**src/hw/mft_count_pkg.sv**
```systemverilog
// Purpose: constants and types for the multifunction timer counting block
// Assumes: APB slave, 32-bit data, pclk at 25 MHz
// Notes: register offsets are byte addresses
package mft_count_pkg;
  localparam logic [7:0] OFF_CTRL = 8'h00;
  localparam logic [7:0] OFF_MODE = 8'h04;
  localparam logic [7:0] OFF_INCTL = 8'h08;
  localparam logic [7:0] OFF_PRESC = 8'h0C;
  localparam logic [7:0] OFF_REG0 = 8'h10;
  localparam logic [7:0] OFF_REG1 = 8'h14;
  localparam logic [7:0] OFF_CMP0 = 8'h18;
  localparam logic [7:0] OFF_COUNT = 8'h1C;
  localparam logic [7:0] OFF_FLAGS = 8'h20;
  // Control register fields
  localparam int CTL_ENABLE = 0;
  localparam int CTL_CLEAR = 1;
  localparam int CTL_CLEAR_ON_CAPTURE_ENABLE = 2;
  localparam int CTL_CLEAR_ON_COMPARE_ENABLE = 3;
  localparam int CTL_UDC = 4;
  localparam int CTL_DIRECTION_STATUS_BIT = 5;
  // Mode register fields
  localparam int MODE_ONESHOT = 0;
  localparam int MODE_RM0 = 1;
  localparam int MODE_RM1 = 2;
  localparam int MODE_BM = 3;
  localparam int MODE_ECK = 4;
  localparam int MODE_REN = 5;
  // Input control fields
  localparam int IC_FUNC_LSB = 0;
  localparam int IC_B_LSB = 4;
  localparam int IC_A_LSB = 6;
  // Flag register fields
  localparam int FLG_CP0 = 0;
  localparam int FLG_CP1 = 1;
  localparam logic [15:0] CNT_MAX = 16'hFFFF;
  localparam logic [15:0] CNT_MIN = 16'h0000;
  localparam logic [1:0] TICK_DIV = 2'h2;
  localparam logic [31:0] APB_ZERO = 32'h0000_0000;
  typedef enum logic [3:0] {
    FN_NONE = 4'b0000, FN_B_TRIG = 4'b0001, FN_A_GATE = 4'b0010,
    FN_AG_BT = 4'b0011, FN_B_CLK = 4'b0100, FN_A_TRIG = 4'b0101,
    FN_AG_BC = 4'b0110, FN_AT_BT = 4'b0111, FN_CLK_UD = 4'b1000,
    FN_AUD_BC = 4'b1001, FN_TRIG_UD = 4'b1010, FN_AUD = 4'b1011,
    FN_AUTODISC = 4'b1100, FN_AT_BC = 4'b1101, FN_AC_BT = 4'b1110,
    FN_AT_BG = 4'b1111
  } input_function_code_t;
  typedef struct packed {
    logic [1:0] sync_a;
    logic [1:0] sync_b;
    logic prev_a;
    logic prev_b;
    logic [1:0] div3;
    logic [7:0] presc_cnt;
    logic [15:0] counter;
    logic dir_up;
    logic trig_dir;
    logic bi_sel;
    logic stopped;
    logic [7:0] timer_control_reg;
    logic [7:0] timer_mode_reg;
    logic [7:0] input_control_reg;
    logic [7:0] presc_reg;
    logic [15:0] capture_load_reg_zero;
    logic [15:0] capture_load_reg_one;
    logic [15:0] compare_reg_zero;
    logic [31:0] prdata;
    logic presc_out;
  } state_t;
endpackage : mft_count_pkg

```
**src/hw/mft_count.sv**
```systemverilog
// Purpose: counting-mode core of a 16-bit up/down multifunction timer
// Assumes: ext inputs asynchronous, synchronised here; APB zero-wait
// Notes: chain_presc_in comes from a partner timer's presc_tick
//
// Register access over APB and the address map were left to the implementer.
module mft_count (
  // APB
  input wire logic pclk,
  input wire logic presetn,
  input wire logic psel,
  input wire logic penable,
  input wire logic pwrite,
  input wire logic [7:0] paddr,
  input wire logic [31:0] pwdata,
  output logic [31:0] prdata,
  output logic pready,
  output logic pslverr,
  // External pins
  input wire logic ext_input_a,
  input wire logic ext_input_b,
  // Chaining
  input wire logic chain_presc_in,
  output logic presc_tick,
  // Status
  output logic [15:0] count_value,
  output logic direction_status_bit
);
  import mft_count_pkg::*;

  state_t r;
  state_t n;

  function automatic logic edge_hit(input logic [1:0] sel, input logic prv, input logic cur);
    edge_hit = (sel[0] && !prv && cur) || (sel[1] && prv && !cur);
  endfunction : edge_hit

  logic wr;
  logic rd;
  logic ev_a;
  logic ev_b;
  logic rise_b;
  logic fall_b;
  logic bm;
  logic rm0;
  logic rm1;
  logic cp0;
  logic cp1;
  input_function_code_t fn;
  logic a_trig;
  logic b_trig;
  logic a_gate;
  logic b_gate;
  logic ext_clk;
  logic ext_clk_sel;
  logic presc_src;
  logic gate_ok;
  logic step;
  logic step_up;
  logic clear;
  logic eoc;
  logic load0;
  logic cap0;
  logic cap1;
  logic free_run;
  logic [15:0] reload_val;

  assign wr = psel && penable && pwrite;
  assign rd = psel && !penable && !pwrite;
  assign pready = 1'b1;
  assign pslverr = 1'b0;
  assign prdata = r.prdata;
  assign presc_tick = r.presc_out;
  assign count_value = r.counter;
  assign direction_status_bit = r.dir_up;

  always_comb begin
    n = r;
    // Only stage two of each synchroniser is looked at
    n.sync_a = {r.sync_a[0], ext_input_a};
    n.sync_b = {r.sync_b[0], ext_input_b};
    n.prev_a = r.sync_a[1];
    n.prev_b = r.sync_b[1];
    bm = r.timer_mode_reg[MODE_BM];
    rm0 = r.timer_mode_reg[MODE_RM0];
    rm1 = r.timer_mode_reg[MODE_RM1];
    fn = input_function_code_t'(r.input_control_reg[IC_FUNC_LSB +: 4]);
    ev_a = edge_hit(r.input_control_reg[IC_A_LSB +: 2], r.prev_a, r.sync_a[1]);
    ev_b = edge_hit(r.input_control_reg[IC_B_LSB +: 2], r.prev_b, r.sync_b[1]);
    rise_b = !r.prev_b && r.sync_b[1];
    fall_b = r.prev_b && !r.sync_b[1];
    cp0 = wr && paddr == OFF_FLAGS && pwdata[FLG_CP0];
    cp1 = wr && paddr == OFF_FLAGS && pwdata[FLG_CP1];
    // Function decode
    a_trig = 1'b0;
    b_trig = 1'b0;
    a_gate = 1'b0;
    b_gate = 1'b0;
    ext_clk = 1'b0;
    ext_clk_sel = 1'b0;
    case (fn)
      FN_NONE: ;
      FN_B_TRIG: b_trig = ev_b;
      FN_A_GATE: a_gate = 1'b1;
      FN_AG_BT: begin
        a_gate = 1'b1;
        b_trig = ev_b;
      end
      FN_B_CLK: begin
        ext_clk_sel = 1'b1;
        ext_clk = ev_b;
      end
      FN_A_TRIG: a_trig = ev_a;
      FN_AG_BC: begin
        a_gate = 1'b1;
        ext_clk_sel = 1'b1;
        ext_clk = ev_b;
      end
      FN_AT_BT: begin
        a_trig = ev_a;
        b_trig = ev_b;
      end
      FN_CLK_UD: ;
      FN_AUD_BC: begin
        ext_clk_sel = 1'b1;
        ext_clk = ev_b;
      end
      FN_TRIG_UD: ;
      FN_AUD: ;
      FN_AUTODISC: ;
      FN_AT_BC: begin
        a_trig = ev_a;
        ext_clk_sel = 1'b1;
        ext_clk = ev_b;
      end
      FN_AC_BT: begin
        ext_clk_sel = 1'b1;
        ext_clk = ev_a;
        b_trig = ev_b;
      end
      FN_AT_BG: begin
        a_trig = ev_a;
        b_gate = 1'b1;
      end
      default: ;
    endcase
    // Gate active low; B trigger and B gate are off in bivalue mode, B clock and up/down edges still act
    if (bm) begin
      b_trig = 1'b0;
      b_gate = 1'b0;
    end
    gate_ok = !(a_gate && r.sync_a[1]) && !(b_gate && r.sync_b[1]);
    // Prescaler: system clock third, external or chained
    n.div3 = (r.div3 == TICK_DIV) ? 2'h0 : r.div3 + 2'h1;
    if (r.timer_mode_reg[MODE_ECK])
      presc_src = chain_presc_in;
    else if (ext_clk_sel)
      presc_src = ext_clk;
    else
      presc_src = (r.div3 == TICK_DIV);
    n.presc_out = 1'b0;
    if (r.timer_control_reg[CTL_ENABLE] && gate_ok && presc_src) begin
      if (r.presc_cnt == 8'h00) begin
        n.presc_cnt = r.presc_reg;
        n.presc_out = 1'b1;
      end else begin
        n.presc_cnt = r.presc_cnt - 8'h01;
      end
    end
    // Direction and step
    step = r.presc_out && !r.stopped;
    step_up = r.timer_control_reg[CTL_UDC];
    case (fn)
      FN_CLK_UD: begin
        step = (ev_a || ev_b) && r.timer_control_reg[CTL_ENABLE];
        step_up = !ev_b; // B has priority
      end
      FN_AUD_BC, FN_AUD: step_up = r.sync_a[1];
      FN_TRIG_UD: begin
        if (ev_b)
          n.trig_dir = 1'b0;
        else if (ev_a)
          n.trig_dir = 1'b1;
        step_up = n.trig_dir;
      end
      FN_AUTODISC: begin
        // B edge while A low decides the sign; A high means no step
        step = (rise_b || fall_b) && !r.sync_a[1] && r.timer_control_reg[CTL_ENABLE];
        // Status keeps the sign of the last step between pulses
        step_up = step ? rise_b : r.dir_up;
      end
      default: ;
    endcase
    n.dir_up = step_up;
    // Trigger routing
    load0 = 1'b0;
    cap0 = 1'b0;
    cap1 = 1'b0;
    if (a_trig || cp0) begin
      if (rm0)
        cap0 = 1'b1;
      else if (!(r.timer_mode_reg[MODE_ONESHOT] && !r.timer_mode_reg[MODE_REN] && !r.stopped))
        load0 = 1'b1;
    end
    if (b_trig || cp1)
      cap1 = 1'b1;
    // Bicapture steers zero captures alternately
    if (bm && rm0 && cap0) begin
      if (r.bi_sel)
        n.capture_load_reg_one = r.counter;
      else
        n.capture_load_reg_zero = r.counter;
      n.bi_sel = !r.bi_sel;
    end else begin
      if (cap0)
        n.capture_load_reg_zero = r.counter;
      if (cap1 && (rm1 || bm))
        n.capture_load_reg_one = r.counter;
    end
    // Counting
    free_run = (bm && rm0) || (rm0 && !r.timer_mode_reg[MODE_ONESHOT]);
    eoc = step && (step_up ? r.counter == CNT_MAX : r.counter == CNT_MIN);
    reload_val = (bm && !rm0 && r.bi_sel) ? r.capture_load_reg_one : r.capture_load_reg_zero;
    if (step) begin
      n.counter = step_up ? r.counter + 16'h0001 : r.counter - 16'h0001;
      if (eoc && !free_run) begin
        if (r.timer_mode_reg[MODE_ONESHOT]) begin
          n.stopped = 1'b1;
        end else begin
          n.counter = reload_val;
          if (bm && !rm0)
            n.bi_sel = !r.bi_sel;
        end
      end
    end
    if (load0) begin
      n.counter = r.capture_load_reg_zero;
      n.stopped = 1'b0;
      if (bm && !rm0)
        n.bi_sel = 1'b1;
    end
    if (!bm)
      n.bi_sel = 1'b0;
    // Clear has last word over step and load
    clear = (wr && paddr == OFF_CTRL && pwdata[CTL_CLEAR])
      || (r.timer_control_reg[CTL_CLEAR_ON_CAPTURE_ENABLE] && cap0 && !(bm && r.bi_sel))
      || (r.timer_control_reg[CTL_CLEAR_ON_COMPARE_ENABLE] && step && r.counter == r.compare_reg_zero);
    if (clear) begin
      n.counter = step_up ? CNT_MIN : CNT_MAX;
      n.presc_cnt = r.presc_reg;
    end
    // Monitor copy
    if (!rm1 && !bm)
      n.capture_load_reg_one = n.counter;
    // Register writes
    if (wr) begin
      case (paddr)
        OFF_CTRL: n.timer_control_reg = pwdata[7:0] & 8'h1D;
        OFF_MODE: n.timer_mode_reg = pwdata[7:0];
        OFF_INCTL: n.input_control_reg = pwdata[7:0];
        OFF_PRESC: n.presc_reg = pwdata[7:0];
        OFF_REG0: n.capture_load_reg_zero = pwdata[15:0];
        OFF_REG1: n.capture_load_reg_one = pwdata[15:0];
        OFF_CMP0: n.compare_reg_zero = pwdata[15:0];
        default: ;
      endcase
    end
    // Read data captured in setup, stands through access
    if (rd) begin
      case (paddr)
        OFF_CTRL: n.prdata = {24'h00_0000, r.timer_control_reg[7:6], r.dir_up,
          r.timer_control_reg[4:0]};
        OFF_MODE: n.prdata = {24'h00_0000, r.timer_mode_reg};
        OFF_INCTL: n.prdata = {24'h00_0000, r.input_control_reg};
        OFF_PRESC: n.prdata = {24'h00_0000, r.presc_reg};
        OFF_REG0: n.prdata = {16'h0000, r.capture_load_reg_zero};
        OFF_REG1: n.prdata = {16'h0000, r.capture_load_reg_one};
        OFF_CMP0: n.prdata = {16'h0000, r.compare_reg_zero};
        OFF_COUNT: n.prdata = {16'h0000, r.counter};
        default: n.prdata = APB_ZERO;
      endcase
    end
  end

  always_ff @(posedge pclk or negedge presetn) begin
    if (!presetn)
      r <= '0;
    else
      r <= n;
  end
endmodule : mft_count

```
**config.mk**
```make
export PLATFORM = sky130hd
export DESIGN_NAME = mft_count
export DESIGN_NICKNAME = d
export VERILOG_FILES = /design/src/hw/mft_count_pkg.sv /design/src/hw/mft_count.sv
export SDC_FILE = /design/constraint.sdc
export NUM_CORES = 1
export LEC_CHECK = 0
export BUFFER_PORTS_ARGS = -buffer_cell sky130_fd_sc_hd__buf_4
export CAP_MARGIN = 20
export CORE_MARGIN = 2
export CORE_UTILIZATION = 30
export CTS_CLUSTER_DIAMETER = 50
export DETAILED_ROUTE_END_ITERATION = 8
export SYNTH_ARGS = -nofsm -noshare
export SYNTH_HDL_FRONTEND = slang
export SYNTH_SLANG_ARGS = --single-unit
```
**constraint.sdc**
```tcl
create_clock -name pclk -period 7.7 [get_ports pclk]
set_input_delay 0.385 -clock pclk [delete_from_list [all_inputs] [get_ports pclk]]
set_output_delay 0.385 -clock pclk [all_outputs]
set_load 0.02 [all_outputs]
```
==> results of run 1 <==
-- worst reg2reg max path: stages (launching register included) --
cell,delay (ps)
dfrtp_1,390
inv_1,60
ha_1,300
nor3b_2,290
mux2i_1,240
and2b_1,260
nor2_4,590
ha_1,460
a211o_1,310
a311oi_1,490
o21ai_0,220
a221oi_1,260
o21bai_1,150
o311a_1,220
o31ai_2,80
o31a_1,300
-- power by group through the flow --
stage | Sequential, mW | Clock, mW | Combinational [mW]
floorplan | 0.713 | 0 | 0.132
global placement | 0.726 | 0 | 0.185
detailed placement | 0.727 | 0 | 0.186
CTS | 0.714 | 0.879 | 0.188
global route | 0.716 | 0.908 | 0.207
finish | 0.715 | 0.869 | 0.187
-- logic make-up (layout without fill, tap and decap cells) --
kind of cell,Yosys count,in the layout,synth area share (%)
multiplexers,105,105,13.2
AND/OR/NAND/NOR,262,262,15.5
XOR/XNOR,30,30,3.04
adder cells (fa/ha/maj),18,18,2.69
buffers and inverters,127,134,8.03
AO/OA/AOI/OAI,253,253,20.1
other,2,18,0.0869
flip-flops,129,129,37.3
-- stage by stage --
| step | setup WS, ps | area (µm²) | utilization, % |
|---|---|---|---|
| final | 2930 | 9810 | 34.4 |
| after global routing | 2710 | 9810 | 34.4 |
| after CTS | 2950 | 9810 | 34.4 |
| after detailed placement | 2990 | 9170 | 32.1 |
| after global placement | 3080 | 9170 | 32.1 |
| after floorplan | 3620 | 8710 | - |
-- state kept, by name, summed over array words and instances (netlist names) --
name / flops
presc_tick: 1
count_value: 16
bm: 1
n: 4
prdata: 16
fn: 4
r: 86
direction_status_bit: 1
-- synthesized netlist by cell type, drive strengths merged (5+ instances only) --
cell type / number
o22ai: 10
nand2: 91
nand2b: 7
o31ai: 6
xnor2: 23
nor2: 55
nand3b: 6
mux2: 59
clkbuf: 38
a211oi: 5
xor2: 7
dfrtp: 129
a22oi: 31
nand4: 16
a21o: 6
ha: 17
a21oi: 47
o211ai: 11
inv: 24
o21ai: 55
nor4: 9
a22o: 20
or2: 6
buf: 65
nand3: 30
nor3: 12
a31oi: 13
mux2i: 46
a221oi: 10
-- repair_timing --
| item | CTS | global route |
|---|---|---|
| hold buffers | 1 | 0 |
| gates resized for setup | 0 | 0 |
| buffers inserted | 0 | 0 |
| hold endpoints to repair | 35 | 0 |
-- routing by layer --
| metal | part of all wire, % | vias up | global-route usage [%] |
|---|---|---|---|
| met1 | 45 | 3680 | 24.9 |
| met5 | 0 | - | 0 |
| met3 | 5.8 | 51 | 2.87 |
| li1 | - | 3375 | - |
| met2 | 47 | 299 | 29.6 |
| met4 | 2.7 | 0 | 6.30 |
-- worst max-delay path by stage --
stage                      from              end  slack, ps  cells after the start
3_5_place_dp   n[143]$_DFF_PN0_  r[61]$_DFF_PN0_       2990                     14
3_3_place_gp   n[143]$_DFF_PN0_  r[61]$_DFF_PN0_       3080                     14
4_1_cts        r[143]$_DFF_PN0_  r[61]$_DFF_PN0_       2950                     15
6_report       r[143]$_DFF_PN0_  r[61]$_DFF_PN0_       2930                     15
2_1_floorplan  n[143]$_DFF_PN0_  r[61]$_DFF_PN0_       3620                     15
5_1_grt        r[143]$_DFF_PN0_  r[61]$_DFF_PN0_       2710                     15
-- area by class of cell --
cell class / count / share of cell area (%)
flip-flops and latches: 129 / 32.9
well taps: 384 / 4.90
inverters: 24 / 0.918
repair buffers: 78 / 6.03
clock buffers: 19 / 4.62
multi-input cells: 686 / 48.9
clock inverters: 13 / 1.76
==> metrics.csv, run 1 <==
metric,value,unit
"commonest cells after routing, fill and taps aside","129 x dfrtp_1, 91 x nand2_1, 76 x buf_4",
worst reg2reg startpoint,r[143]$_DFF_PN0_,
Via-to-Cell Ratio,5.56,
area occupied by multi-input gates,4790,µm²
TritonCTS clock tree,done,
vias in the first global route,7205,
antenna violations before repair,0,
CP Buf/Inv Count,1,
pwr dens,181,nW/µm²
cell-internal power,1.30,mW
GRT Util Overall,18.3,%
Final min period,4770,ps
"commonest non-fill, non-tap cell in the layout",dfrtp_1,
Crit Path Class,reg2reg,
worst r2r dst,r[61]$_DFF_PN0_,
synth warn,0,
GP Congestion,0.882,
max cap viols,0,
worst hold start,ext_input_a,
leakage power figure,4.65,nW
actual slew at the worst max-slew pin,1090,ps
Slew HR,27.0,%
area delta synth->final,13.4,%
crit path capture type,flop,
Vias,7405,
# diodes,0,
reg2reg setup slack,2930,ps
Netlist cell types,89,
sequential power share,40.4,%
mapped cell area,8650,µm²
starting DRC count in detailed routing,758,
ys flop type,dfrtp_1,
post-synth top area cell,dfrtp_1,
"Async S/R FF share, synth",100,%
crit-path cells,inv_1 -> ha_1 -> nor3b_2 -> mux2i_1 -> and2b_1 -> nor2_4 -> ha_1 -> a211o_1 -> a311oi_1 -> o21ai_0 -> a221oi_1 -> o21bai_1 -> o311a_1 -> o31ai_2 -> o31a_1,
final wirelength,27.8,mm
CTS H-tree depth,4,
DR WL/cell,20.8,µm
Fin. Hold Viols,0,
Final period util,61.9,%
Clock power frac,49.1,%
Worst Path Required,8020,ps
WHS Endpoint,n[148]$_DFF_PN0_,
Seq cells post-synth,129,
Port Buffers,65,
die extent in y,174,µm
Slowest cell on crit path,nor2_4,
Power Total,1.77,mW
switching power,0.473,mW
Finished Layout Cells,1333,
I/O pins,100,
sw frac,26.7,%
first-pass GRT wire length,42.8,mm
Layout Nets,1002,
synth top area cells,"dfrtp_1 37%, mux2_2 7.2%, mux2i_1 5.2%, buf_4 4.3%, nand2_1 4.0%",
post-DP HPWL,20.1,mm
placed cells,1300,
Worst EP arrival,5080,ps
CTS max path bufs,2,
DR pass1 iterations,5,
Register Area,3230,µm²
CTS sink cnt,129,
worst hold path class,in2reg,
Clock Latency Late Sink,440,ps
hold path cells,1,
RSZ-0062 raised after global routing,false,
# fillers,2954,
core area,28500,µm²
Fmax,210,MHz
Routed Antenna Nets,0,
worst reg-to-reg path cell count,15,
Worst path max stage delay,590,ps
drc violations,0,
worst vdd ir,0.157,mV
share of cells above drive strength 1,20.3,%
Gate Count Post-Synth,926,
CP most frequent cell,ha_1,
clock buffer count from CTS,17,
"Reg clk slew, reported paths",60,ps
worst hold margin,53.5,ps
GRT overflow,0,
# setup viols final,0,
CP Max Fanout,21,
Crit path max-delay family,compound AO/OA/AOI/OAI gates,
Comb power frac,10.6,%
Die X,174,µm
number of synthesized flops with an enable pin,0,
Setup Total Neg Slack,0,ps
Root Buffer,clkbuf_16,
die area,30200,µm²
initial core utilization,30.3,%
status,"finished, final reports clean",
post-synthesis area per instance,9.34,µm²
Synth top area share,37.3,%
largest net degree at the start of global routing,72,
Rows,62,
post-synthesis sequential area ratio,37.3,%
clock skew,7.30,ps
CP Launch Type,flop,
max-slew violations,0,
(Power assumes the default switching activity.)
==> run 2: changes to the inputs <==
==> constraint.sdc (replaced) <==
create_clock -name pclk -period 5 [get_ports pclk]
set_input_delay 0.25 -clock pclk [delete_from_list [all_inputs] [get_ports pclk]]
set_output_delay 0.25 -clock pclk [all_outputs]
set_load 0.02 [all_outputs]
==> metrics.csv, run 2 (synthesis gave the netlist of run 1 again) <==
metric,value,unit
CP Max Fanout,8,
GRT overflow,0,
pwr dens,263,nW/µm²
max-slew violations,0,
RSZ-0062 raised after global routing,false,
core area,28500,µm²
DR pass1 iterations,5,
Root Buffer,clkbuf_16,
"commonest cells after routing, fill and taps aside","129 x dfrtp_1, 91 x nand2_1, 86 x buf_4",
first-pass GRT wire length,43.0,mm
die area,30200,µm²
drc violations,0,
Worst EP arrival,4700,ps
max cap viols,0,
leakage power figure,4.67,nW
setup bufs post-CTS,0,
Slowest cell on crit path,a311oi_1,
post-DP HPWL,20.3,mm
GRT Util Overall,18.5,%
crit-path cells,inv_1 -> ha_1 -> nor3b_2 -> mux2i_1 -> and2b_1 -> nor2_4 -> ha_1 -> a211o_1 -> a311oi_1 -> o21ai_0 -> a221oi_1 -> o21bai_1 -> o311a_1 -> o31ai_2 -> o31a_1,
area delta synth->final,13.9,%
Layout Nets,1014,
Fin. Hold Viols,0,
Crit Path Class,reg2reg,
starting DRC count in detailed routing,756,
worst hold path class,in2reg,
crit path capture type,flop,
Die X,174,µm
DR WL/cell,20.9,µm
Clock Latency Late Sink,430,ps
initial core utilization,30.3,%
# setup viols final,0,
CTS sink cnt,129,
placed inst area,9260,µm²
# diodes,0,
CP most frequent cell,ha_1,
status,"finished, final reports clean",
TritonCTS clock tree,done,
CTS H-tree depth,4,
CTS max path bufs,2,
Worst Path Required,5320,ps
Worst path max stage delay,530,ps
die extent in y,174,µm
CP Buf/Inv Count,1,
antenna violations before repair,0,
I/O pins,100,
Port Buffers,65,
final wirelength,28.1,mm
Crit path max-delay family,compound AO/OA/AOI/OAI gates,
Rows,62,
GP Congestion,0.887,
Via-to-Cell Ratio,5.57,
Vias,7486,
Fmax,228,MHz
clock buffer count from CTS,17,
final instance area,9850,µm²
largest net degree at the start of global routing,89,
worst vdd ir,0.242,mV
Slew HR,19.8,%
max reg flops,86,
Routed Antenna Nets,0,
Setup Total Neg Slack,0,ps
"Reg clk slew, reported paths",60,ps
vias in the first global route,7159,
Final period util,87.7,%
"commonest non-fill, non-tap cell in the layout",dfrtp_1,
share of cells above drive strength 1,21.0,%
Layout Utilization,34.5,%
actual slew at the worst max-slew pin,1200,ps
Final min period,4380,ps
Top reg by flops,r,
CP Launch Type,flop,
clock skew,8.03,ps
==> run 2: changes by cell type in the layout (fill, tap and decap cells not counted), sizes merged <==
| cell | previous run | this run |
|---|---|---|
| clkinvlp | 1 | 4 |
| buf | 77 | 87 |
| inv | 29 | 26 |
| dlygate4sd3 | 1 | 3 |
| clkinv | 4 | 5 |
| bufinv | 3 | 1 |
==> run 2: worst reg2reg max path, stage by stage (launching register included) <==
cell      delay (ps)
dfrtp_1          390
inv_1             60
ha_1             300
nor3b_2          340
mux2i_1          270
and2b_1          250
nor2_4           260
ha_1             380
a211o_1          310
a311oi_1         530
o21ai_0          230
a221oi_1         260
o21bai_1         150
o311a_1          200
o31ai_2           70
o31a_1           300
==> run 2: metal layers <==
layer / up-vias / routed length [µm] / track usage [%]
met4: 0 / 962 / 7.35
met3: 63 / 1930 / 4.25
met2: 330 / 12800 / 29.1
met5: - / 0 / 0
li1: 3399 / - / -
met1: 3694 / 12300 / 24.7
==> run 2: area by class of cell <==
class	instances	area [µm²]
Timing Repair Buffer	90	687
Fill cell	3006	18700
Sequential cell	129	3230
Inverter	24	90.1
Clock inverter	12	110
Multi-Input combinational cell	686	4800
Tap cell	384	480
Clock buffer	19	453
==> run 2: where the power goes <==
group          switching (mW)  internal [mW]
Sequential             0.0297           1.07
Clock                   0.495          0.708
Combinational           0.180          0.116
Total                   0.705           1.89
==> run 2: final timing paths <==
check | start | end | slack [ps] | depth (start not counted)
worst max-delay path | r[143]$_DFF_PN0_ | r[61]$_DFF_PN0_ | 620 | 15
worst min-delay path | pwdata[14] | r[79]$_DFF_PN0_ | 50 | 3
worst max register to register | r[143]$_DFF_PN0_ | r[61]$_DFF_PN0_ | 620 | 15
worst min register to register | n[146]$_DFF_PN0_ | n[143]$_DFF_PN0_ | 350 | 0
max in group asynchronous | presetn | direction_status_bit$_DFF_PN0_ | 3520 | 3
min in group asynchronous | presetn | r[133]$_DFFE_PN0P_ | 440 | 2
==> run 2: metrics by stage <==
stage	setup slack, ps	cells	hold slack [ps]	total power, mW
after detailed placement	702	1310	335	1.41
after floorplan	924	942	-45.6	1.30
after CTS	684	1344	31.5	2.61
final	617	1344	49.7	2.59
after global routing	358	1344	63.0	2.69
after global placement	758	1309	333	1.40
==> run 2: repair_timing <==
item                      4_1_cts  5_1_grt
hold buffers                    3        0
hold endpoints to repair       89        0
resized for setup               0        0
==> run 3: changes to the inputs <==
--- a/config.mk
+++ b/config.mk
@@ -5,12 +5,12 @@
 export SDC_FILE = /design/constraint.sdc
 export NUM_CORES = 1
 export LEC_CHECK = 0
-export BUFFER_PORTS_ARGS = -buffer_cell sky130_fd_sc_hd__buf_4
 export CAP_MARGIN = 20
 export CORE_MARGIN = 2
 export CORE_UTILIZATION = 30
 export CTS_CLUSTER_DIAMETER = 50
 export DETAILED_ROUTE_END_ITERATION = 8
+export DONT_BUFFER_PORTS = 1
 export SYNTH_ARGS = -nofsm -noshare
 export SYNTH_HDL_FRONTEND = slang
 export SYNTH_SLANG_ARGS = --single-unit
==> metrics.csv, run 3 (synthesis gave the netlist of run 1 again) <==
metric,value,unit
final instance area,9550,µm²
Clock Latency Late Sink,430,ps
die area,30200,µm²
actual slew at the worst max-slew pin,1100,ps
Slowest cell on crit path,dfrtp_1,
first-pass GRT wire length,43.8,mm
DR pass1 iterations,5,
"commonest cells after routing, fill and taps aside","129 x dfrtp_1, 91 x nand2_1, 55 x mux2_2",
worst hold start,pwdata[6],
Top reg by flops,r,
worst hold path class,in2reg,
Port Buffers,0,
Layout Nets,960,
CP Buf/Inv Count,1,
Slew HR,26.6,%
die extent in y,174,µm
Fin. Hold Viols,0,
met2 wire len,13.0,mm
Final min period,4390,ps
final worst slack,613,ps
CP Max Fanout,15,
area delta synth->final,10.4,%
antenna violations before repair,0,
Crit Path Class,reg2reg,
CP Launch Type,flop,
hold path cells,2,
clock skew,9.56,ps
max-slew violations,0,
worst reg-to-reg path cell count,14,
post-DP HPWL,19.7,mm
Worst path max stage delay,610,ps
I/O pins,100,
area occupied by multi-input gates,4800,µm²
Metal-1 WL,12.2,mm
worst reg2reg startpoint,fn[3]$_DFFE_PN0P_,
Worst Path Required,5310,ps
Levels on crit path,14,
Rows,62,
max cap viols,0,
worst vdd ir,0.222,mV
# setup viols final,0,
Register Area,3230,µm²
TritonCTS clock tree,done,
GRT overflow,0,
crit-path cells,or3b_1 -> nor3_1 -> a221o_2 -> nor2_4 -> buf_4 -> fa_1 -> a21o_1 -> a311oi_1 -> o21ai_0 -> a221oi_1 -> o21bai_1 -> o311a_1 -> o31ai_2 -> o31a_1,
clock buffer count from CTS,17,
Routed Antenna Nets,0,
Resized Gates After CTS,0,
leakage power figure,4.42,nW
CTS H-tree depth,4,
pre-CTS setup slack,692,ps
routed wl met3,2.15,mm
max reg flops,86,
Vias,7345,
crit path capture type,flop,
Power Total,2.68,mW
DR WL/cell,22.0,µm
# fillers,2936,
Final period util,87.7,%
# diodes,0,
pwr dens,280,nW/µm²
Via-to-Cell Ratio,5.69,
share of cells above drive strength 1,14.7,%
vias in the first global route,7109,
core area,28500,µm²
Layout Utilization,33.5,%
"commonest non-fill, non-tap cell in the layout",dfrtp_1,
Setup Total Neg Slack,0,ps
Crit. Startpoint,fn[3]$_DFFE_PN0P_,
drc violations,0,
Crit path max-delay family,compound AO/OA/AOI/OAI gates,
starting DRC count in detailed routing,884,
CTS max path bufs,2,
CTS sink cnt,129,
uppermost layer routed,met4,
Fmax,228,MHz
placed inst area,8720,µm²
Die X,174,µm
final wirelength,28.4,mm
status,"finished, final reports clean",
largest net degree at the start of global routing,130,
Worst EP arrival,4700,ps
initial core utilization,30.3,%
"Reg clk slew, reported paths",60,ps
Root Buffer,clkbuf_16,
RSZ-0062 raised after global routing,false,
GP Congestion,0.881,
GRT Util Overall,18.9,%
[run 3: changes by cell type in the layout (fill, tap and decap cells not counted)]
cell	before	now
buf_4	86	16
dlygate4sd3_1	3	19
bufinv_16	1	3
clkinvlp_4	4	2
buf_16	0	1
buf_6	1	0
clkinv_2	3	4
clkinv_4	2	3
inv_6	2	1
[run 3: worst reg2reg max path: cells and delay by family (launching register included)]
family                   cells  cell delay [ps]
buffers and inverters        1              220
AO/OA/AOI/OAI                9             2200
adder cells (fa/ha/maj)      1              420
AND/OR/NAND/NOR              3              820
flip-flops                   1              610
[run 3: per-stage QoR]
step | hold WS, ps | cells
2_1_floorplan | -45.6 | 942
4_1_cts | 18.3 | 1291
3_5_place_dp | -38.9 | 1239
3_3_place_gp | -38.7 | 1239
5_1_grt | 17.5 | 1291
6_report | 30.5 | 1291
[run 3: what timing repair did]
action / 4_1_cts / 5_1_grt
hold buffers: 20 / 0
endpoints found under the hold margin: 194 / 0
setup buffers: 0 / 0
[run 3: power breakdown]
| group | switching [mW] | internal, mW | total (mW) | leakage, nW |
|---|---|---|---|---|
| logic | 0.165 | 0.106 | 0.271 | 2.38 |
| registers | 0.0366 | 1.07 | 1.10 | 1.74 |
| clock network | 0.494 | 0.810 | 1.30 | 0.299 |
[run 3: final timing paths]
path	slack (ps)	end
min in group asynchronous	400	r[134]$_DFFE_PN0P_
max in group asynchronous	3960	r[143]$_DFF_PN0_
hold reg to reg	350	n[144]$_DFF_PN0_
setup reg to reg	610	r[61]$_DFF_PN0_
setup / recovery	610	r[61]$_DFF_PN0_
hold / removal	30	r[55]$_DFF_PN0_
[run 3: final cells by class]
cell class                 instances  area share [%]
inverter                          24           0.943
timing repair buffer              36            3.54
multi-input combinational        686            50.3
clock inverter                    13            1.68
tap                              384            5.03
clock buffer                      19            4.74
sequential                       129            33.8
[run 3: metal layers]
metal | global-route usage [%] | vias to the layer above
li1 | - | 3297
met4 | 7.14 | 0
met3 | 4.93 | 70
met2 | 29.8 | 316
met5 | 0 | -
met1 | 24.8 | 3662
